## src/dahp_consts.vh

```
`ifndef DAHP_CONSTS_VH
`define DAHP_CONSTS_VH
// Data word width, pipeline depth, FIFO depth and its address width
`define DAHP_DATA_W 10
`define DAHP_PIPE_LAT 7
`define DAHP_FIFO_DEPTH 16
`define DAHP_FIFO_AW 4
// Register address of the two control registers
`define DAHP_ADDR_CR0 2'h0
`define DAHP_ADDR_CR1 2'h1
// Control register 0 fields
`define DAHP_CR0_EXTREF 0
`define DAHP_CR0_SINGLE 1
`define DAHP_CR0_CHSEL_LO 2
`define DAHP_CR0_CHSEL_HI 3
`define DAHP_CR0_DIFF 4
`define DAHP_CR0_FIFORST 9
// Control register 1 fields
`define DAHP_CR1_RWSPLIT 0
`define DAHP_CR1_DAVHIGH 1
`define DAHP_CR1_DAVPULSE 2
`define DAHP_CR1_TL_LO 3
`define DAHP_CR1_TL_HI 6
// Reset values
`define DAHP_CR0_RST 10'h000
`define DAHP_CR1_RST 10'h008
// Internal oscillator period in ns and its cycle count at 200 MHz
`define DAHP_CLK_NS 5
`define DAHP_OSC_NS 125
`define DAHP_OSC_CYC ((`DAHP_OSC_NS + `DAHP_CLK_NS - 1) / `DAHP_CLK_NS)
`endif

```

## src/dahp_sync.v

```verilog
`timescale 1ns/1ps
`default_nettype none
// Two-stage synchroniser for a bundle of pin inputs
module dahp_sync #(
    parameter W = 1
) (
    input wire clk,
    input wire rst,
    input wire [W-1:0] asyncIn,
    output reg [W-1:0] syncOut
);
    reg [W-1:0] meta_q;

    // First stage read only by the second
    always @(posedge clk) begin
        if (rst) begin
            meta_q <= {W{1'b0}};
            syncOut <= {W{1'b0}};
        end else begin
            meta_q <= asyncIn;
            syncOut <= meta_q;
        end
    end
endmodule // dahp_sync
`default_nettype wire

```

## src/dahp_pipe.v

```verilog
`timescale 1ns/1ps
`default_nettype none
`include "dahp_consts.vh"
// Seven-stage conversion pipeline model: a sample appears LAT steps later
module dahp_pipe #(
    parameter W = `DAHP_DATA_W,
    parameter LAT = `DAHP_PIPE_LAT
) (
    input wire clk,
    input wire rst,
    input wire flush,
    input wire step,
    input wire validIn,
    input wire [W-1:0] sampleIn,
    output wire [W-1:0] sampleOut,
    output wire sampleValid
);
    reg [W-1:0] stage_q [0:LAT-1];
    reg [LAT-1:0] valid_q;
    genvar i;

    // One stage per step; flush empties the in-flight samples
    generate
        for (i = 0; i < LAT; i = i + 1) begin : gStage
            always @(posedge clk) begin
                if (rst || flush) begin
                    stage_q[i] <= {W{1'b0}};
                    valid_q[i] <= 1'b0;
                end else if (step) begin
                    stage_q[i] <= (i == 0) ? sampleIn : stage_q[(i == 0) ? 0 : i-1];
                    valid_q[i] <= (i == 0) ? validIn : valid_q[(i == 0) ? 0 : i-1];
                end
            end
        end
    endgenerate

    assign sampleOut = stage_q[LAT-1];
    assign sampleValid = valid_q[LAT-1] & step;
endmodule // dahp_pipe
`default_nettype wire

```

## src/dahp_host_port.v

```verilog
// Operation
// RULE_01: Ten-bit tristate data bus, bit 0 LSB
// RULE_02: Address lines pick control register 0 or 1
// RULE_03: Overflow flag rises on FIFO overflow, sticks
// RULE_04: Only reset or FIFO reset clears overflow
// RULE_05: Hardware reset loads control register defaults
// RULE_06: Write input is direction or write strobe
// RULE_07: Read strobe honoured only in split mode
// RULE_08: Register 0 selects internal or external reference
// RULE_09: Both selected inputs sampled at once; continuous two-channel mode converts B from the next falling edge after its A
// RULE_10: Channel select and single-ended or differential
// RULE_11: Seven-sample pipeline latency for conversions
// RULE_12: First data-available after seven plus trigger level
// RULE_13: Single mode: trigger starts, oscillator times conversion
// RULE_14: Continuous mode: convert on clock falling edge
// RULE_15: Register 0 bit 1 selects single mode
// RULE_16: Continuous mode: FIFO write on clock rise
// RULE_17: Data-available polarity and level or pulse
// RULE_18: Respond only while both chip selects active
// RULE_19: Drive data bus only during selected read
`timescale 1ns/1ps
`default_nettype none
`include "dahp_consts.vh"
module dahp_host_port #(
    parameter W = `DAHP_DATA_W,
    parameter DEPTH = `DAHP_FIFO_DEPTH,
    parameter AW = `DAHP_FIFO_AW,
    parameter OSC_CYC = `DAHP_OSC_CYC
) (
    input wire clk,
    input wire rst,
    input wire [W-1:0] parallelDataLinesIn,
    output reg [W-1:0] parallelDataLinesOut,
    output reg parallelDataLinesOe,
    input wire regAddrBit0,
    input wire regAddrBit1,
    input wire selectLowActiveN,
    input wire selectHighActive,
    input wire writeStrobe,
    input wire readStrobeN,
    input wire singleConversionTriggerN,
    input wire [W-1:0] sampleChanA,
    input wire [W-1:0] sampleChanB,
    output reg fifoOverflowFlag,
    output reg sampleReadyFlag,
    output reg extRefSelect,
    output reg [1:0] chanSelect,
    output reg diffMode
);
    // Pin inputs pass two flip-flops first
    wire [W-1:0] dInS;
    wire [7:0] ctlS;
    wire ra0S, ra1S, csLoS, csHiS, wrS, rdS, convActS, spare0;
    dahp_sync #(.W(W)) uSyncD (
        .clk(clk),
        .rst(rst),
        .asyncIn(parallelDataLinesIn),
        .syncOut(dInS)
    );
    dahp_sync #(.W(8)) uSyncC (
        .clk(clk),
        .rst(rst),
        // Trigger enters inverted so the stage reset value equals its idle high;
        // otherwise the first edges after reset would look like a clock rise
        .asyncIn({1'b0, ~singleConversionTriggerN, readStrobeN, writeStrobe,
            selectHighActive, selectLowActiveN, regAddrBit1, regAddrBit0}),
        .syncOut(ctlS)
    );
    assign {spare0, convActS, rdS, wrS, csHiS, csLoS, ra1S, ra0S} = ctlS;
    // Back to pin polarity for the edge detectors
    wire convS = ~convActS;

    reg [W-1:0] cr0_q, cr1_q;
    reg wrPrev_q, convPrev_q, rdPrev_q;
    wire sel = ~csLoS & csHiS; // RULE_18
    wire split = cr1_q[`DAHP_CR1_RWSPLIT];
    wire singleMode = cr0_q[`DAHP_CR0_SINGLE]; // RULE_15
    // Split: write on low strobe, read on low read strobe (RULE_06)
    wire wrActive = split ? ~wrS : ~wrS;
    wire rdActive = split ? ~rdS : wrS; // RULE_07
    wire wrStart = sel & wrActive & ~wrPrev_q;
    wire rdEnd = ~(sel & rdActive) & rdPrev_q;
    wire [1:0] regAddr = {ra1S, ra0S}; // RULE_02
    wire fifoRst = cr0_q[`DAHP_CR0_FIFORST];

    // Edge history of strobes and conversion clock
    always @(posedge clk) begin
        if (rst) begin
            wrPrev_q <= 1'b0;
            rdPrev_q <= 1'b0;
            convPrev_q <= 1'b1;
        end else begin
            wrPrev_q <= sel & wrActive;
            rdPrev_q <= sel & rdActive;
            convPrev_q <= convS;
        end
    end

    // Control register writes; FIFO reset bit self-clears after one cycle
    always @(posedge clk) begin
        if (rst) begin
            cr0_q <= `DAHP_CR0_RST; // RULE_05
            cr1_q <= `DAHP_CR1_RST; // RULE_05
        end else begin
            if (fifoRst) begin
                cr0_q[`DAHP_CR0_FIFORST] <= 1'b0;
            end
            if (wrStart && regAddr == `DAHP_ADDR_CR0) begin
                cr0_q <= dInS; // RULE_02
            end else if (wrStart && regAddr == `DAHP_ADDR_CR1) begin
                cr1_q <= dInS; // RULE_02
            end
        end
    end

    // Configuration outputs registered from the control fields
    always @(posedge clk) begin
        if (rst) begin
            extRefSelect <= 1'b0;
            chanSelect <= 2'h0;
            diffMode <= 1'b0;
        end else begin
            extRefSelect <= cr0_q[`DAHP_CR0_EXTREF]; // RULE_08
            chanSelect <= cr0_q[`DAHP_CR0_CHSEL_HI:`DAHP_CR0_CHSEL_LO]; // RULE_10
            diffMode <= cr0_q[`DAHP_CR0_DIFF]; // RULE_10
        end
    end

    // Conversion sequencing
    localparam S_IDLE = 2'h0;
    localparam S_CONVA = 2'h1;
    localparam S_CONVB = 2'h2;
    // Drain pushes the last real sample out of the pipeline on oscillator ticks;
    // without it a lone single conversion would never reach the FIFO
    localparam S_DRAIN = 2'h3;
    localparam integer DRAIN_LAST = `DAHP_PIPE_LAT - 1;
    reg [1:0] state_q;
    reg [2:0] drainCnt_q;
    reg [7:0] oscCnt_q;
    reg [W-1:0] holdA_q, holdB_q;
    wire convFall = convPrev_q & ~convS;
    wire convRise = ~convPrev_q & convS;
    // Integer first so the cut to the counter width is deliberate
    localparam integer OSC_LAST = OSC_CYC - 1;
    wire oscTick = (oscCnt_q == OSC_LAST[7:0]);
    // Differential mode is one channel; otherwise select bits count
    wire twoChan = ~diffMode & chanSelect[0] & chanSelect[1];
    wire chanBOnly = ~diffMode & chanSelect[1] & ~chanSelect[0];

    // Hold both inputs together on the start edge
    always @(posedge clk) begin
        if (rst) begin
            holdA_q <= {W{1'b0}};
            holdB_q <= {W{1'b0}};
        end else if (convFall) begin
            holdA_q <= sampleChanA; // RULE_09
            holdB_q <= sampleChanB; // RULE_09
        end
    end

    // Single mode steps on the internal oscillator, continuous on rise
    always @(posedge clk) begin
        if (rst || fifoRst) begin
            state_q <= S_IDLE;
            oscCnt_q <= 8'h00;
            drainCnt_q <= 3'h0;
        end else begin
            oscCnt_q <= (state_q == S_IDLE || oscTick) ? 8'h00 : oscCnt_q + 8'h01;
            case (state_q)
                S_IDLE: begin
                    if (singleMode && convFall) begin
                        state_q <= S_CONVA; // RULE_13
                    end
                end
                S_CONVA: begin
                    if (oscTick) begin
                        state_q <= twoChan ? S_CONVB : S_DRAIN; // RULE_13
                    end
                end
                S_CONVB: begin
                    if (oscTick) begin
                        state_q <= S_DRAIN;
                    end
                end
                // Triggers are ignored here; the host must space its starts
                S_DRAIN: begin
                    if (oscTick) begin
                        if (drainCnt_q == DRAIN_LAST[2:0]) begin
                            drainCnt_q <= 3'h0;
                            state_q <= S_IDLE; // RULE_11
                        end else begin
                            drainCnt_q <= drainCnt_q + 3'h1;
                        end
                    end
                end
                default: begin
                    state_q <= S_IDLE;
                end
            endcase
        end
    end

    // Pipeline step and word chosen for it
    reg contPhase_q;
    wire contStep = ~singleMode & convRise; // RULE_14 RULE_16
    wire singleStep = singleMode & oscTick & (state_q != S_IDLE);
    wire step = contStep | singleStep;
    // Drain steps carry no sample, so they must not mark a valid entry
    wire pipeValidIn = ~(singleMode & (state_q == S_DRAIN));
    wire useB = singleMode ? (state_q == S_CONVB || chanBOnly)
                           : (twoChan ? contPhase_q : chanBOnly);
    wire [W-1:0] pipeIn = useB ? holdB_q : holdA_q;
    wire [W-1:0] pipeOut;
    wire pipeValid;

    // Two-channel continuous mode alternates A then B
    always @(posedge clk) begin
        if (rst || fifoRst) begin
            contPhase_q <= 1'b0;
        end else if (contStep) begin
            contPhase_q <= twoChan & ~contPhase_q;
        end
    end

    dahp_pipe #(.W(W), .LAT(`DAHP_PIPE_LAT)) uPipe (
        .clk(clk),
        .rst(rst),
        .flush(fifoRst),
        .step(step),
        .validIn(pipeValidIn),
        .sampleIn(pipeIn),
        .sampleOut(pipeOut),
        .sampleValid(pipeValid)
    ); // RULE_11 RULE_12

    // Circular FIFO; a write into a full FIFO overflows and is dropped
    reg [W-1:0] mem [0:DEPTH-1];
    reg [AW-1:0] wrPtr_q, rdPtr_q;
    reg [AW:0] count_q;
    wire full = (count_q == DEPTH);
    wire empty = (count_q == 0);
    wire push = pipeValid & ~full;
    wire pop = rdEnd & ~empty;
    always @(posedge clk) begin
        if (push) begin
            mem[wrPtr_q] <= pipeOut;
        end
    end
    always @(posedge clk) begin
        if (rst || fifoRst) begin
            wrPtr_q <= {AW{1'b0}};
            rdPtr_q <= {AW{1'b0}};
            count_q <= {(AW+1){1'b0}};
        end else begin
            if (push) begin
                wrPtr_q <= wrPtr_q + 1'b1;
            end
            if (pop) begin
                rdPtr_q <= rdPtr_q + 1'b1;
            end
            count_q <= count_q + {{AW{1'b0}}, push} - {{AW{1'b0}}, pop};
        end
    end

    // Sticky overflow; only reset paths clear it
    // A drop in the same cycle as a FIFO reset still sets it, so no loss goes unseen
    always @(posedge clk) begin
        if (rst) begin
            fifoOverflowFlag <= 1'b0; // RULE_04
        end else if (pipeValid && full) begin
            fifoOverflowFlag <= 1'b1; // RULE_03
        end else if (fifoRst) begin
            fifoOverflowFlag <= 1'b0; // RULE_04
        end
    end

    // Data-available: level at trigger level, or one-cycle pulse on reaching it
    wire [3:0] trigLvl = cr1_q[`DAHP_CR1_TL_HI:`DAHP_CR1_TL_LO];
    wire atLevel = (count_q >= {1'b0, trigLvl}) & (trigLvl != 4'h0);
    reg atLevelPrev_q;
    wire davRaw = cr1_q[`DAHP_CR1_DAVPULSE] ? (atLevel & ~atLevelPrev_q) : atLevel;
    always @(posedge clk) begin
        if (rst) begin
            atLevelPrev_q <= 1'b0;
            sampleReadyFlag <= 1'b0;
        end else begin
            atLevelPrev_q <= atLevel;
            sampleReadyFlag <= cr1_q[`DAHP_CR1_DAVHIGH] ? davRaw : ~davRaw; // RULE_17
        end
    end

    // Read data and bus drive; drive only in a selected read
    always @(posedge clk) begin
        if (rst) begin
            parallelDataLinesOut <= {W{1'b0}};
            parallelDataLinesOe <= 1'b0;
        end else begin
            parallelDataLinesOut <= empty ? {W{1'b0}} : mem[rdPtr_q]; // RULE_01
            parallelDataLinesOe <= sel & rdActive; // RULE_19
        end
    end
endmodule // dahp_host_port
`default_nettype wire

```

## config.mk

```make
export PLATFORM = sky130hd
export DESIGN_NAME = dahp_host_port
export DESIGN_NICKNAME = d
export VERILOG_FILES = /design/src/dahp_sync.v /design/src/dahp_pipe.v /design/src/dahp_host_port.v
export VERILOG_INCLUDE_DIRS = /design/src
export SDC_FILE = /design/constraint.sdc
export NUM_CORES = 1
export LEC_CHECK = 0
export BUFFER_PORTS_ARGS = -buffer_cell sky130_fd_sc_hd__buf_2
export CORE_ASPECT_RATIO = 1.4
export CORE_MARGIN = 2
export CORE_UTILIZATION = 30
export CTS_BUF_LIST = sky130_fd_sc_hd__clkbuf_2 sky130_fd_sc_hd__clkbuf_4 sky130_fd_sc_hd__clkbuf_8
export DETAILED_ROUTE_END_ITERATION = 6
export SYNTH_ARGS = -nofsm -noshare
export SYNTH_HDL_FRONTEND = slang
export SYNTH_SLANG_ARGS = --single-unit
```

## constraint.sdc

```tcl
create_clock -name clk -period 3.9 [get_ports clk]
set_input_delay 0.585 -clock clk [delete_from_list [all_inputs] [get_ports clk]]
set_output_delay 0.585 -clock clk [all_outputs]
set_load 0.02 [all_outputs]
```

==> results of run 1 <==
==> per-stage QoR <==
stage | area [um^2] | power, mW | cells | util | worst slack (ps)
floorplan | 13200 | 4.20 | 895 | - | 741
global placement | 14100 | 4.26 | 1472 | 0.322 | 658
detailed placement | 14100 | 4.27 | 1472 | 0.322 | 612
CTS | 15200 | 7.26 | 1568 | 0.346 | 597
global route | 15200 | 7.45 | 1568 | 0.346 | 274
finish | 15200 | 7.17 | 1568 | 0.346 | 619
==> path summary, 6_finish.rpt <==
check | from | endpoint | slack (ps) | cells after the start
worst min-delay path | singleConversionTriggerN | uSyncC.meta_q[6] | 170 | 2
worst min register to register | uSyncC.meta_q[3] | uSyncC.syncOut[3] | 430 | 1
worst max register to register | oscCnt_q[0] | count_q[4] | 620 | 16
worst max-delay path | oscCnt_q[0] | count_q[4] | 620 | 16
==> cells in the mapped netlist (2+ instances only) <==
cell type | n | area share
edfxtp_1 | 230 | 0.52
dfxtp_1 | 117 | 0.18
and3_1 | 78 | 0.037
nand2_1 | 53 | 0.015
a21oi_1 | 43 | 0.016
mux4_2 | 40 | 0.068
nor2b_1 | 40 | 0.019
nor2_1 | 37 | 0.010
mux2i_1 | 32 | 0.024
inv_1 | 28 | 0.0079
clkbuf_1 | 26 | 0.0074
ha_1 | 21 | 0.020
o21ai_0 | 20 | 0.0076
nand3_1 | 18 | 0.0068
o22ai_1 | 10 | 0.0047
nor3_1 | 9 | 0.0034
a22o_1 | 8 | 0.0053
buf_2 | 7 | 0.0026
clkbuf_2 | 7 | 0.0026
and2_1 | 5 | 0.0024
or3_1 | 5 | 0.0024
xor2_1 | 5 | 0.0033
buf_1 | 4 | 0.0011
xnor2_1 | 4 | 0.0026
a211o_1 | 3 | 0.0020
nand2b_1 | 3 | 0.0014
o31ai_1 | 3 | 0.0017
or2_2 | 3 | 0.0014
or4_1 | 3 | 0.0017
nand3b_1 | 2 | 0.0011
nor3b_1 | 2 | 0.0011
or3_2 | 2 | 0.0011
or3b_2 | 2 | 0.0013
==> layout by cell type (no fill, tap or decap), types with 3 or more instances in the layout <==
cell type,count
or2_2,3
nand3_1,18
dfxtp_1,116
o31ai_1,3
clkbuf_4,22
o21ai_0,20
buf_2,53
ha_1,21
nor2_1,36
edfxtp_1,230
xor2_1,5
mux4_2,40
nor2b_1,40
inv_1,27
or3_1,5
a22o_1,8
clkinv_2,4
nor3_1,9
a211o_1,3
a21oi_1,43
or4_1,3
clkinv_1,10
mux2i_1,32
and2_1,5
nand2b_1,3
and3_1,78
xnor2_1,4
buf_4,11
clkbuf_8,59
o22ai_1,10
nand2_1,53
==> flip-flops by register name, indices dropped and copies added (netlist names), 5 cells and up <==
name / count
count_q: 5
cr0_q: 6
cr1_q: 7
holdA_q: 10
holdB_q: 10
mem: 160
oscCnt_q: 8
parallelDataLinesOut: 10
uPipe.stage_q: 70
uPipe.valid_q: 7
uSyncC.meta_q: 7
uSyncC.syncOut: 7
uSyncD.meta_q: 8
uSyncD.syncOut: 8
==> area by class of cell <==
class	count	area, um^2	area share
well taps	558	698	0.0460
clock buffers	81	977	0.0644
repair buffers	64	348	0.0229
flip-flops and latches	347	9250	0.610
multi-input cells	475	3710	0.244
clock inverters	15	87.6	0.00577
inverters	28	105	0.00693
==> worst max-delay path, cell delays in order, from the launching register on <==
cell	delay, ps
dfxtp_1	340
inv_1	60
ha_1	130
nand4b_1	240
o41a_4	530
nor2_1	110
buf_4	180
inv_1	70
ha_1	280
inv_1	50
ha_1	150
inv_1	50
fa_1	380
nand2b_1	160
a21oi_1	190
o21ai_0	90
nor3b_1	140
==> power by group <==
group	leakage [nW]	switching (mW)	internal (mW)
logic	1.76	0.108	0.0625
clock network	0.571	1.33	1.66
registers	3.13	0.0415	3.98
total	5.47	1.48	5.70
==> per-layer routing <==
metal,GRT usage,part of all wire,up-vias
li1,-,-,3505
met5,0,0,-
met4,0.0316,0.017,0
met1,0.131,0.44,3594
met2,0.185,0.50,140
met3,0.0216,0.045,44
==> cell families (layout without fill, tap and decap cells) <==
kind of cell / Yosys count / in the layout / share of synthesized area
AO/OA/AOI/OAI: 100 / 100 / 0.0470
flip-flops: 347 / 347 / 0.698
AND/OR/NAND/NOR: 272 / 272 / 0.113
adder cells (fa/ha/maj): 22 / 22 / 0.0213
XOR/XNOR: 9 / 9 / 0.00595
buffers and inverters: 73 / 188 / 0.0228
multiplexers: 72 / 72 / 0.0922
==> impl_results.md, run 1 <==
* Status: completed
* Element type at the critical path start: register
* Post-Route Setup TNS at 0 ps
* Syn Inst Count at 895
* Peak VDD IR at 0.266 mV
* Fmax at 0.305 GHz
* Clock buffer depth at 3
* Global router's overall resource usage at 0.105
* CTS tree: built
* DP HPWL at 14700 um
* Routed vias at 7283
* Top Ports at 56
* Most used DFF post-synth: edfxtp_1
* First-pass GRT wire length at 38800 um
* Slew @ Worst Pin at 912 ps
* Setup CP Type: register to register
* Largest net degree at the start of global routing at 78
* Avg WL per Cell at 15.4 um
* Die width at 182 um
* Power density over the cells at 473 nW/um^2
* CP max FO at 16
* Worst setup EP type: register
* Crit path DAT at 3720 ps
* Core Box Area at 43800 um^2
* Latest clock arrival within the worst-skew pair at 560 ps
* IO Port Bufs at 53
* Fill cell count at 4245
* #FFs+latches synth at 347
* Via density per instance at 4.64
* Cell area after synthesis at 13200 um^2
* Remaining Overflow, GRT at 0
* Max-slew violation count at 0
* Drt pass-1 iters at 7
* H-tree level count at 2
* Detailed Route Iter0 Violations at 472
* Worst-path clk slew at 60 ps
* WHS at 167 ps
* Synth warnings at 0
* Total Wirelength at 24200 um
* Post-CTS sizing at 0
* Vias in the first global route at 7418
* Final setup vio count at 0
* Post-DRT Antenna Nets at 0
* Syn Area/Cell at 14.8 um^2
* Minimum clock period at 3280 ps
* Die H at 253 um
* Post-synth EDFFs at 230
* Req. time, crit path at 4340 ps
* Layout area overhead at 14.6%
* CTS Buf Count at 56
* Syn_nets at 956
* Starting Density at 0.302
* Async SR Flop Fraction at 0
* Hold Vio Cnt, Final at 0
* Number of setup buffers added after CTS at 0
* Remaining DRCs at 0
* RSZ-0062 raised after global routing: false
* Initial antenna violation count at 0
* Number of distinct library cells after synthesis at 58
* Slew HR at 0.387
* Die area at 45900 um^2
* Final #Nets at 1033
* Sequential area share after synthesis at 0.698
* Worst Hold Class: input pin to register
* Pleak at 5.47 nW
* CTS Sinks at 347
* Row cnt at 91
* Cts hold-fix bufs at 0
* RePlAce Congestion at 0.709
* Inserted Diodes at 0
* Clock skew at 20.4 ps
* Clock Tree Root: clkbuf_8
* Max-Cap Viols at 0
* Share of layout cells above drive strength 1 at 0.208
* Final Cycle Share at 0.841
Power figures use the tool's default switching activity.
==> inputs of run 2 (changes only) <==
--- a/config.mk
+++ b/config.mk
@@ -6,6 +6,7 @@
 export SDC_FILE = /design/constraint.sdc
 export NUM_CORES = 1
 export LEC_CHECK = 0
+export ABC_AREA = 1
 export BUFFER_PORTS_ARGS = -buffer_cell sky130_fd_sc_hd__buf_2
 export CORE_ASPECT_RATIO = 1.4
 export CORE_MARGIN = 2
==> constraint.sdc (replaced) <==
create_clock -name clk -period 3.1 [get_ports clk]
set_input_delay 0.465 -clock clk [delete_from_list [all_inputs] [get_ports clk]]
set_output_delay 0.465 -clock clk [all_outputs]
set_load 0.02 [all_outputs]
==> run 2 against run 1 <==
Via count is 20% higher; clock power is 32% higher; hold slack worse by 120 ps; die area is 5.2% higher; final area is 6.3% higher; clock skew is 12 ps higher; critical endpoint unchanged; fmax is 17% higher.
==> impl_results.md, run 2 <==
* Status: completed
* Remaining Overflow, GRT at 0 (unchanged)
* Syn Area/Cell at 10.8 um^2 (-27%)
* Post-DP Area at 15000 um^2 (+6.0%)
* Latest clock arrival within the worst-skew pair at 590 ps (+30 ps)
* Final setup vio count at 0 (unchanged)
* Commonest cells in the netlist: nor2_1, edfxtp_1, inv_1
* Clock share of power at 0.422 (+0.006)
* CP max FO at 7 (-9)
* Clock buffer depth at 3 (unchanged)
* Element type at the critical path start: register
* Row cnt at 93 (+2.2%)
* Clock skew at 32.4 ps (+12.0 ps)
* Net Sw Frac at 0.216 (+0.0103)
* Number of distinct library cells after synthesis at 40 (-31%)
* Cts hold-fix bufs at 0 (unchanged)
* RePlAce Congestion at 0.782 (+10%)
* RSZ-0062 raised after global routing: false
* Drt pass-1 iters at 6 (-1)
* CTS Buf Count at 58 (+3.6%)
* Worst hold stages at 2 (unchanged)
* Peak VDD IR at 0.341 mV (+28%)
* Main area contributors after synthesis: edfxtp_1, dfxtp_1, nor2_1
* DP HPWL at 16400 um (+12%)
* Int Pwr at 7.29 mW (+28%)
* Total Wirelength at 26400 um (+9.1%)
* Top Ports at 56 (unchanged)
* Die H at 259 um (+2.6%)
* Hold Vio Cnt, Final at 0 (unchanged)
* CTS Sinks at 347 (unchanged)
* Starting Density at 0.303 (+0.00118)
* Post-DRT Antenna Nets at 0 (unchanged)
* Flop pwr share at 0.547 (-0.013)
* Die area at 48200 um^2 (+5.2%)
* Sw power at 2.01 mW (+36%)
* Die width at 186 um (+2.5%)
* Layout area overhead at 15.7%
* Setup CP Type: register to register
* #FFs+latches synth at 347 (unchanged)
* First-pass GRT wire length at 43300 um (+12%)
* Initial antenna violation count at 0 (unchanged)
* Post-Route Setup TNS at 0 ps (unchanged)
* Syn_nets at 1350 (+41%)
* Final #Nets at 1437 (+39%)
* Commonest cells after routing, fill and taps aside: nor2_1, edfxtp_1, inv_1, dfxtp_1, o21ai_0
* Post-synth EDFFs at 230 (unchanged)
* Largest net degree at the start of global routing at 108 (+38%)
* Power density over the cells at 577 nW/um^2 (+22%)
* Worst setup EP type: register
* Global router's overall resource usage at 0.112 (+0.00675)
* Top-area cell type share of the netlist area at 0.495 (-0.0261)
* Slew @ Worst Pin at 977 ps (+65.2 ps)
* Req. time, crit path at 3620 ps (-720 ps)
* Routed vias at 8733 (+20%)
* Vias in the first global route at 8681 (+17%)
* Max-Cap Viols at 0 (unchanged)
* Slew HR at 0.348 (-0.0393)
* Avg WL per Cell at 12.9 um (-16%)
* Remaining DRCs at 0 (unchanged)
* Core Box Area at 46000 um^2 (+4.9%)
* IO Port Bufs at 53 (unchanged)
* Crit path DAT at 3320 ps (-400 ps)
* Detailed Route Iter0 Violations at 531 (+13%)
* Synth warnings at 0 (unchanged)
* Largest Register: mem
* Worst-path clk slew at 60 ps (about the same)
* Inserted Diodes at 0 (unchanged)
* Fill cell count at 4564 (+7.5%)
* Max FFs per register at 160 (unchanged)
* Yosys top cell by area: edfxtp_1
* Max-slew violation count at 0 (unchanged)
* Fin area at 16100 um^2 (+6.3%)
* Syn Inst Count at 1289 (+44%)
* Sequential area share after synthesis at 0.663 (-0.0349)
* Most frequent cell after synthesis: nor2_1
* Minimum clock period at 2800 ps (-480 ps)
* Final Cycle Share at 0.903 (+0.0621)
* Most common cell after layout, fill and taps aside: nor2_1
* Path depth of the worst reg2reg path at 14 (-2)
* Worst Hold Class: input pin to register
* Async SR Flop Fraction at 0 (unchanged)
* H-tree level count at 2 (unchanged)
* Combinational power share at 0.031 (+0.007)
* Cell area after synthesis at 13900 um^2 (+5.3%)
* Pleak at 6.05 nW (+11%)
* Most used DFF post-synth: edfxtp_1
* Largest regs: mem x160, uPipe.stage_q x70
* Via density per instance at 4.28 (-7.8%)
* CTS tree: built
* Clock Tree Root: clkbuf_8
* Share of layout cells above drive strength 1 at 0.167 (-0.0407)
* Fmax at 0.357 GHz (+17%)
==> run 2: cell count changes after synthesis, sizes merged, moves of 11 or more <==
cell	change
nand3	+54
buf	+11
nand2	+31
nor2	+242
o211ai	+19
mux4	-40
mux2i	-32
o21ai	+90
inv	+163
nand4	+12
a21oi	+21
and3	-76
nor2b	-40
==> run 2: per-layer routing <==
metal  global-route usage  share of wire
met1                0.134           0.42
met2                0.203           0.51
met3               0.0198          0.049
met4               0.0348          0.019
met5                    0              0
==> run 2: layout make-up <==
type | instances | area, um^2 | share of cell area
Clock buffer | 80 | 1010 | 0.0624
Inverter | 192 | 721 | 0.0447
Timing Repair Buffer | 84 | 561 | 0.0347
Sequential cell | 347 | 9250 | 0.574
Multi-Input combinational cell | 693 | 3680 | 0.228
Tap cell | 617 | 772 | 0.0479
Clock inverter | 27 | 143 | 0.00884
==> run 2: final timing paths <==
| check | slack, ps | from | to |
|---|---|---|---|
| max | 300 | state_q[0] | count_q[4] |
| min | 50 | singleConversionTriggerN | uSyncC.meta_q[6] |
| max reg2reg | 300 | state_q[0] | count_q[4] |
| min reg2reg | 400 | uSyncD.meta_q[6] | uSyncD.syncOut[6] |
==> run 2: power by group through the flow <==
stage                     registers, mW  logic (mW)  clock network [mW]
after detailed placement           5.18       0.292                   0
after global placement             5.18       0.282                   0
final                              5.09       0.289                3.93
after global routing               5.10       0.335                4.25
after CTS                          5.09       0.293                4.03
after floorplan                    5.16       0.213                   0
==> run 2: cell families (layout without fill, tap and decap cells) <==
group	Yosys count	count (layout)	synth area share
xor gates and xnor gates	5	5	0.00314
buffers and inverters	249	383	0.0742
DFF	347	347	0.663
AOI/OAI and AO/OA	204	204	0.0778
adders and majority gates	22	22	0.0203
and+or+nand+nor	462	462	0.161
==> run 2: worst max-delay path, cell delays in order, from the launching register on <==
cell and delay (ps):
dfxtp_2 370, inv_1 80, ha_1 220, nor2_1 150, nand3_2 150, nand2_4 150
nand3_4 110, ha_1 310, inv_1 60, ha_1 160, inv_1 60, fa_1 420
o31ai_2 280, o21ai_0 110, a21oi_1 110
==> run 2: per-stage QoR <==
step | hold slack, ps | utilization | worst slack, ps | power, mW | std cells
floorplan | 380 | - | 440 | 5.37 | 1289
global placement | 390 | 0.325 | 276 | 5.46 | 1931
detailed placement | 392 | 0.325 | 199 | 5.48 | 1931
CTS | 23.8 | 0.350 | 208 | 9.41 | 2038
global route | 27.2 | 0.351 | 7.59 | 9.68 | 2040
finish | 50.5 | 0.351 | 300 | 9.30 | 2040
==> run 2: repair_timing <==
action,4_1_cts,5_1_grt
setup endpoints to repair,0,1
setup buffers,0,2
resized for setup,0,3
==> inputs of run 3 (changes only) <==
--- a/config.mk
+++ b/config.mk
@@ -9,10 +9,10 @@
 export ABC_AREA = 1
 export BUFFER_PORTS_ARGS = -buffer_cell sky130_fd_sc_hd__buf_2
 export CORE_ASPECT_RATIO = 1.4
-export CORE_MARGIN = 2
 export CORE_UTILIZATION = 30
 export CTS_BUF_LIST = sky130_fd_sc_hd__clkbuf_2 sky130_fd_sc_hd__clkbuf_4 sky130_fd_sc_hd__clkbuf_8
 export DETAILED_ROUTE_END_ITERATION = 6
+export SLEW_MARGIN = 40
 export SYNTH_ARGS = -nofsm -noshare
 export SYNTH_HDL_FRONTEND = slang
 export SYNTH_SLANG_ARGS = --single-unit
==> run 3 against run 2 <==
Die area fell by 1.8%; highest routed layer unchanged; critical path depth unchanged; critical endpoint unchanged; final area is 0.47% higher; worst setup slack worse by 49 ps.
==> impl_results.md, run 3 (synthesis results as in run 2) <==
* Hold Crit Endpoint: uSyncD.meta_q[3]
* Layout Cells excl Fill at 2040 (unchanged)
* Share of layout cells above drive strength 1 at 0.170 (+0.00281)
* Minimum clock period at 2850 ps (+48.6 ps)
* Fin area at 16200 um^2 (+0.47%)
* Post-DRT Antenna Nets at 0 (unchanged)
* First-pass GRT wire length at 43500 um (+0.40%)
* Slew @ Worst Pin at 650 ps (-328 ps)
* Drt pass-1 iters at 5 (-1)
* Inserted Diodes at 0 (unchanged)
* CP max FO at 7 (unchanged)
* Post-Route Setup TNS at 0 ps (unchanged)
* Slew HR at 0.567 (+0.219)
* Hold Vio Cnt, Final at 0 (unchanged)
* Worst setup EP type: register
* CTS Sinks at 347 (unchanged)
* Fill cell count at 4539 (-0.55%)
* Req. time, crit path at 3600 ps (-20 ps)
* Sw power at 2.00 mW (-0.76%)
* Largest net degree at the start of global routing at 108 (unchanged)
* Die width at 184 um (-1.1%)
* Setup CP Type: register to register
* Max FFs per register at 160 (unchanged)
* Latest clock arrival within the worst-skew pair at 580 ps (about the same)
* Status: completed
* Fmax at 0.351 GHz (-1.7%)
* Avg WL per Cell at 13.1 um (+1.2%)
* Max-Cap Viols at 0 (unchanged)
* Row cnt at 93 (unchanged)
* Hold path start: parallelDataLinesIn[3]
* Reg2reg setup slack at 250 ps (-50 ps)
* Remaining Overflow, GRT at 0 (unchanged)
* Pleak at 6.07 nW (+0.46%)
* Dpl cells at 1935 (+0.21%)
* Via density per instance at 4.33 (+1.2%)
* Commonest cells after routing, fill and taps aside: nor2_1, edfxtp_1, inv_1, dfxtp_1, o21ai_0
* Total Wirelength at 26700 um (+1.2%)
* Seq. cell area at 9250 um^2 (about the same)
* WHS at 94.0 ps (+43.6 ps)
* Vias in the first global route at 8718 (+0.43%)
* Starting Density at 0.303 (unchanged)
* Max-slew violation count at 0 (unchanged)
* Layout area overhead at 16.2%
* Post-DP Area at 15000 um^2 (+0.12%)
* CTS Buf Count at 56 (-3.4%)
* Worst Hold Class: input pin to register
* Combinational power share at 0.031 (about the same)
* Detailed Route Iter0 Violations at 478 (-10%)
* Path depth of the worst reg2reg path at 14 (unchanged)
* Clock Tree Root: clkbuf_8
* R2R Path Start: state_q[0]
* Die H at 257 um (-0.77%)
* Clock share of power at 0.436 (+0.014)
* Die area at 47400 um^2 (-1.8%)
* Critical R2R Capture: count_q[4]
* RePlAce Congestion at 0.766 (-2.1%)
* Setup ws final at 251 ps (-48.6 ps)
* RSZ-0062 raised after global routing: false
* Final #Nets at 1438 (+0.070%)
* Initial antenna violation count at 0 (unchanged)
* Finished Core Util at 0.353 (+0.00163)
* Clock buffer depth at 3 (unchanged)
* DP HPWL at 16500 um (+0.12%)
* Worst-path clk slew at 60 ps (about the same)
* Remaining DRCs at 0 (unchanged)
* H-tree level count at 2 (unchanged)
* Clock skew at 22.2 ps (-10.1 ps)
* Core Box Area at 46000 um^2 (unchanged)
* Peak VDD IR at 0.388 mV (+14%)
* Worst hold stages at 3 (+1)
* Global router's overall resource usage at 0.115 (+0.00235)
* Most common cell after layout, fill and taps aside: nor2_1
* CTS tree: built
* Crit path DAT at 3350 ps (+30 ps)
* Routed vias at 8839 (+1.2%)
* Final setup vio count at 0 (unchanged)
* Flop pwr share at 0.534 (-0.013)
* Largest regs: mem x160, uPipe.stage_q x70
* Tot Pwr at 9.53 mW (+2.4%)
* Int Pwr at 7.53 mW (+3.2%)
* Top Ports at 56 (unchanged)
* Final Cycle Share at 0.919 (+0.0157)
* Power density over the cells at 588 nW/um^2 (+1.9%)
* IO Port Bufs at 53 (unchanged)
* Largest Register: mem
* Net Sw Frac at 0.209 (-0.00662)
* Pre-CTS setup slack at 232 ps (+32.5 ps)
* Footprint of the multi-input gates at 3680 um^2 (unchanged)
* Element type at the critical path start: register
==> run 3: area by class of cell <==
type                            count  area share
Clock buffer                       87      0.0654
Clock inverter                     17     0.00957
Tap cell                          617      0.0476
Timing Repair Buffer               87      0.0354
Multi-Input combinational cell    693       0.227
Sequential cell                   347       0.571
Inverter                          192      0.0445
==> run 3: critical path: stages, from the launching register on <==
cell	delay [ps]
dfxtp_1	400
inv_1	100
ha_1	230
nor2_1	140
nand3_2	140
nand2_4	160
nand3_4	120
ha_1	310
inv_1	50
ha_1	150
inv_1	60
fa_1	410
o31ai_2	290
o21ai_0	110
a21oi_1	110
==> run 3: worst max path at each step <==
stage / start / to / slack, ps / cells past startpoint
3_3_place_gp: state_q[0] / count_q[4] / 270 / 14
3_5_place_dp: state_q[0] / count_q[4] / 230 / 14
4_1_cts: state_q[0] / count_q[4] / 210 / 14
2_1_floorplan: rst / uPipe.stage_q[0][0] / 440 / 4
5_1_grt: state_q[0] / count_q[4] / 10 / 14
6_report: state_q[0] / count_q[4] / 250 / 14
==> run 3: metal layers <==
| metal | global-route usage | share of wire | vias up |
|---|---|---|---|
| met5 | 0 | 0 | - |
| met4 | 0.0396 | 0.024 | 0 |
| met3 | 0.0212 | 0.049 | 62 |
| met2 | 0.202 | 0.50 | 209 |
| met1 | 0.138 | 0.42 | 4126 |
| li1 | - | - | 4442 |
==> run 3: timing repair <==
action                                  4_1_cts  5_1_grt
buffers inserted                              0        0
hold endpoints to repair                      1        0
endpoints found under the setup margin        0        1
hold buffers                                  1        0
resized for setup                             0        1
==> run 3: power by group through the flow <==
stage                     Clock [mW]  Sequential, mW  Combinational (mW)
after floorplan                    0            5.16               0.213
after global placement             0            5.17               0.281
after detailed placement           0            5.18               0.292
after CTS                       4.26            5.08               0.295
after global routing            4.47            5.09               0.334
final                           4.15            5.08               0.291
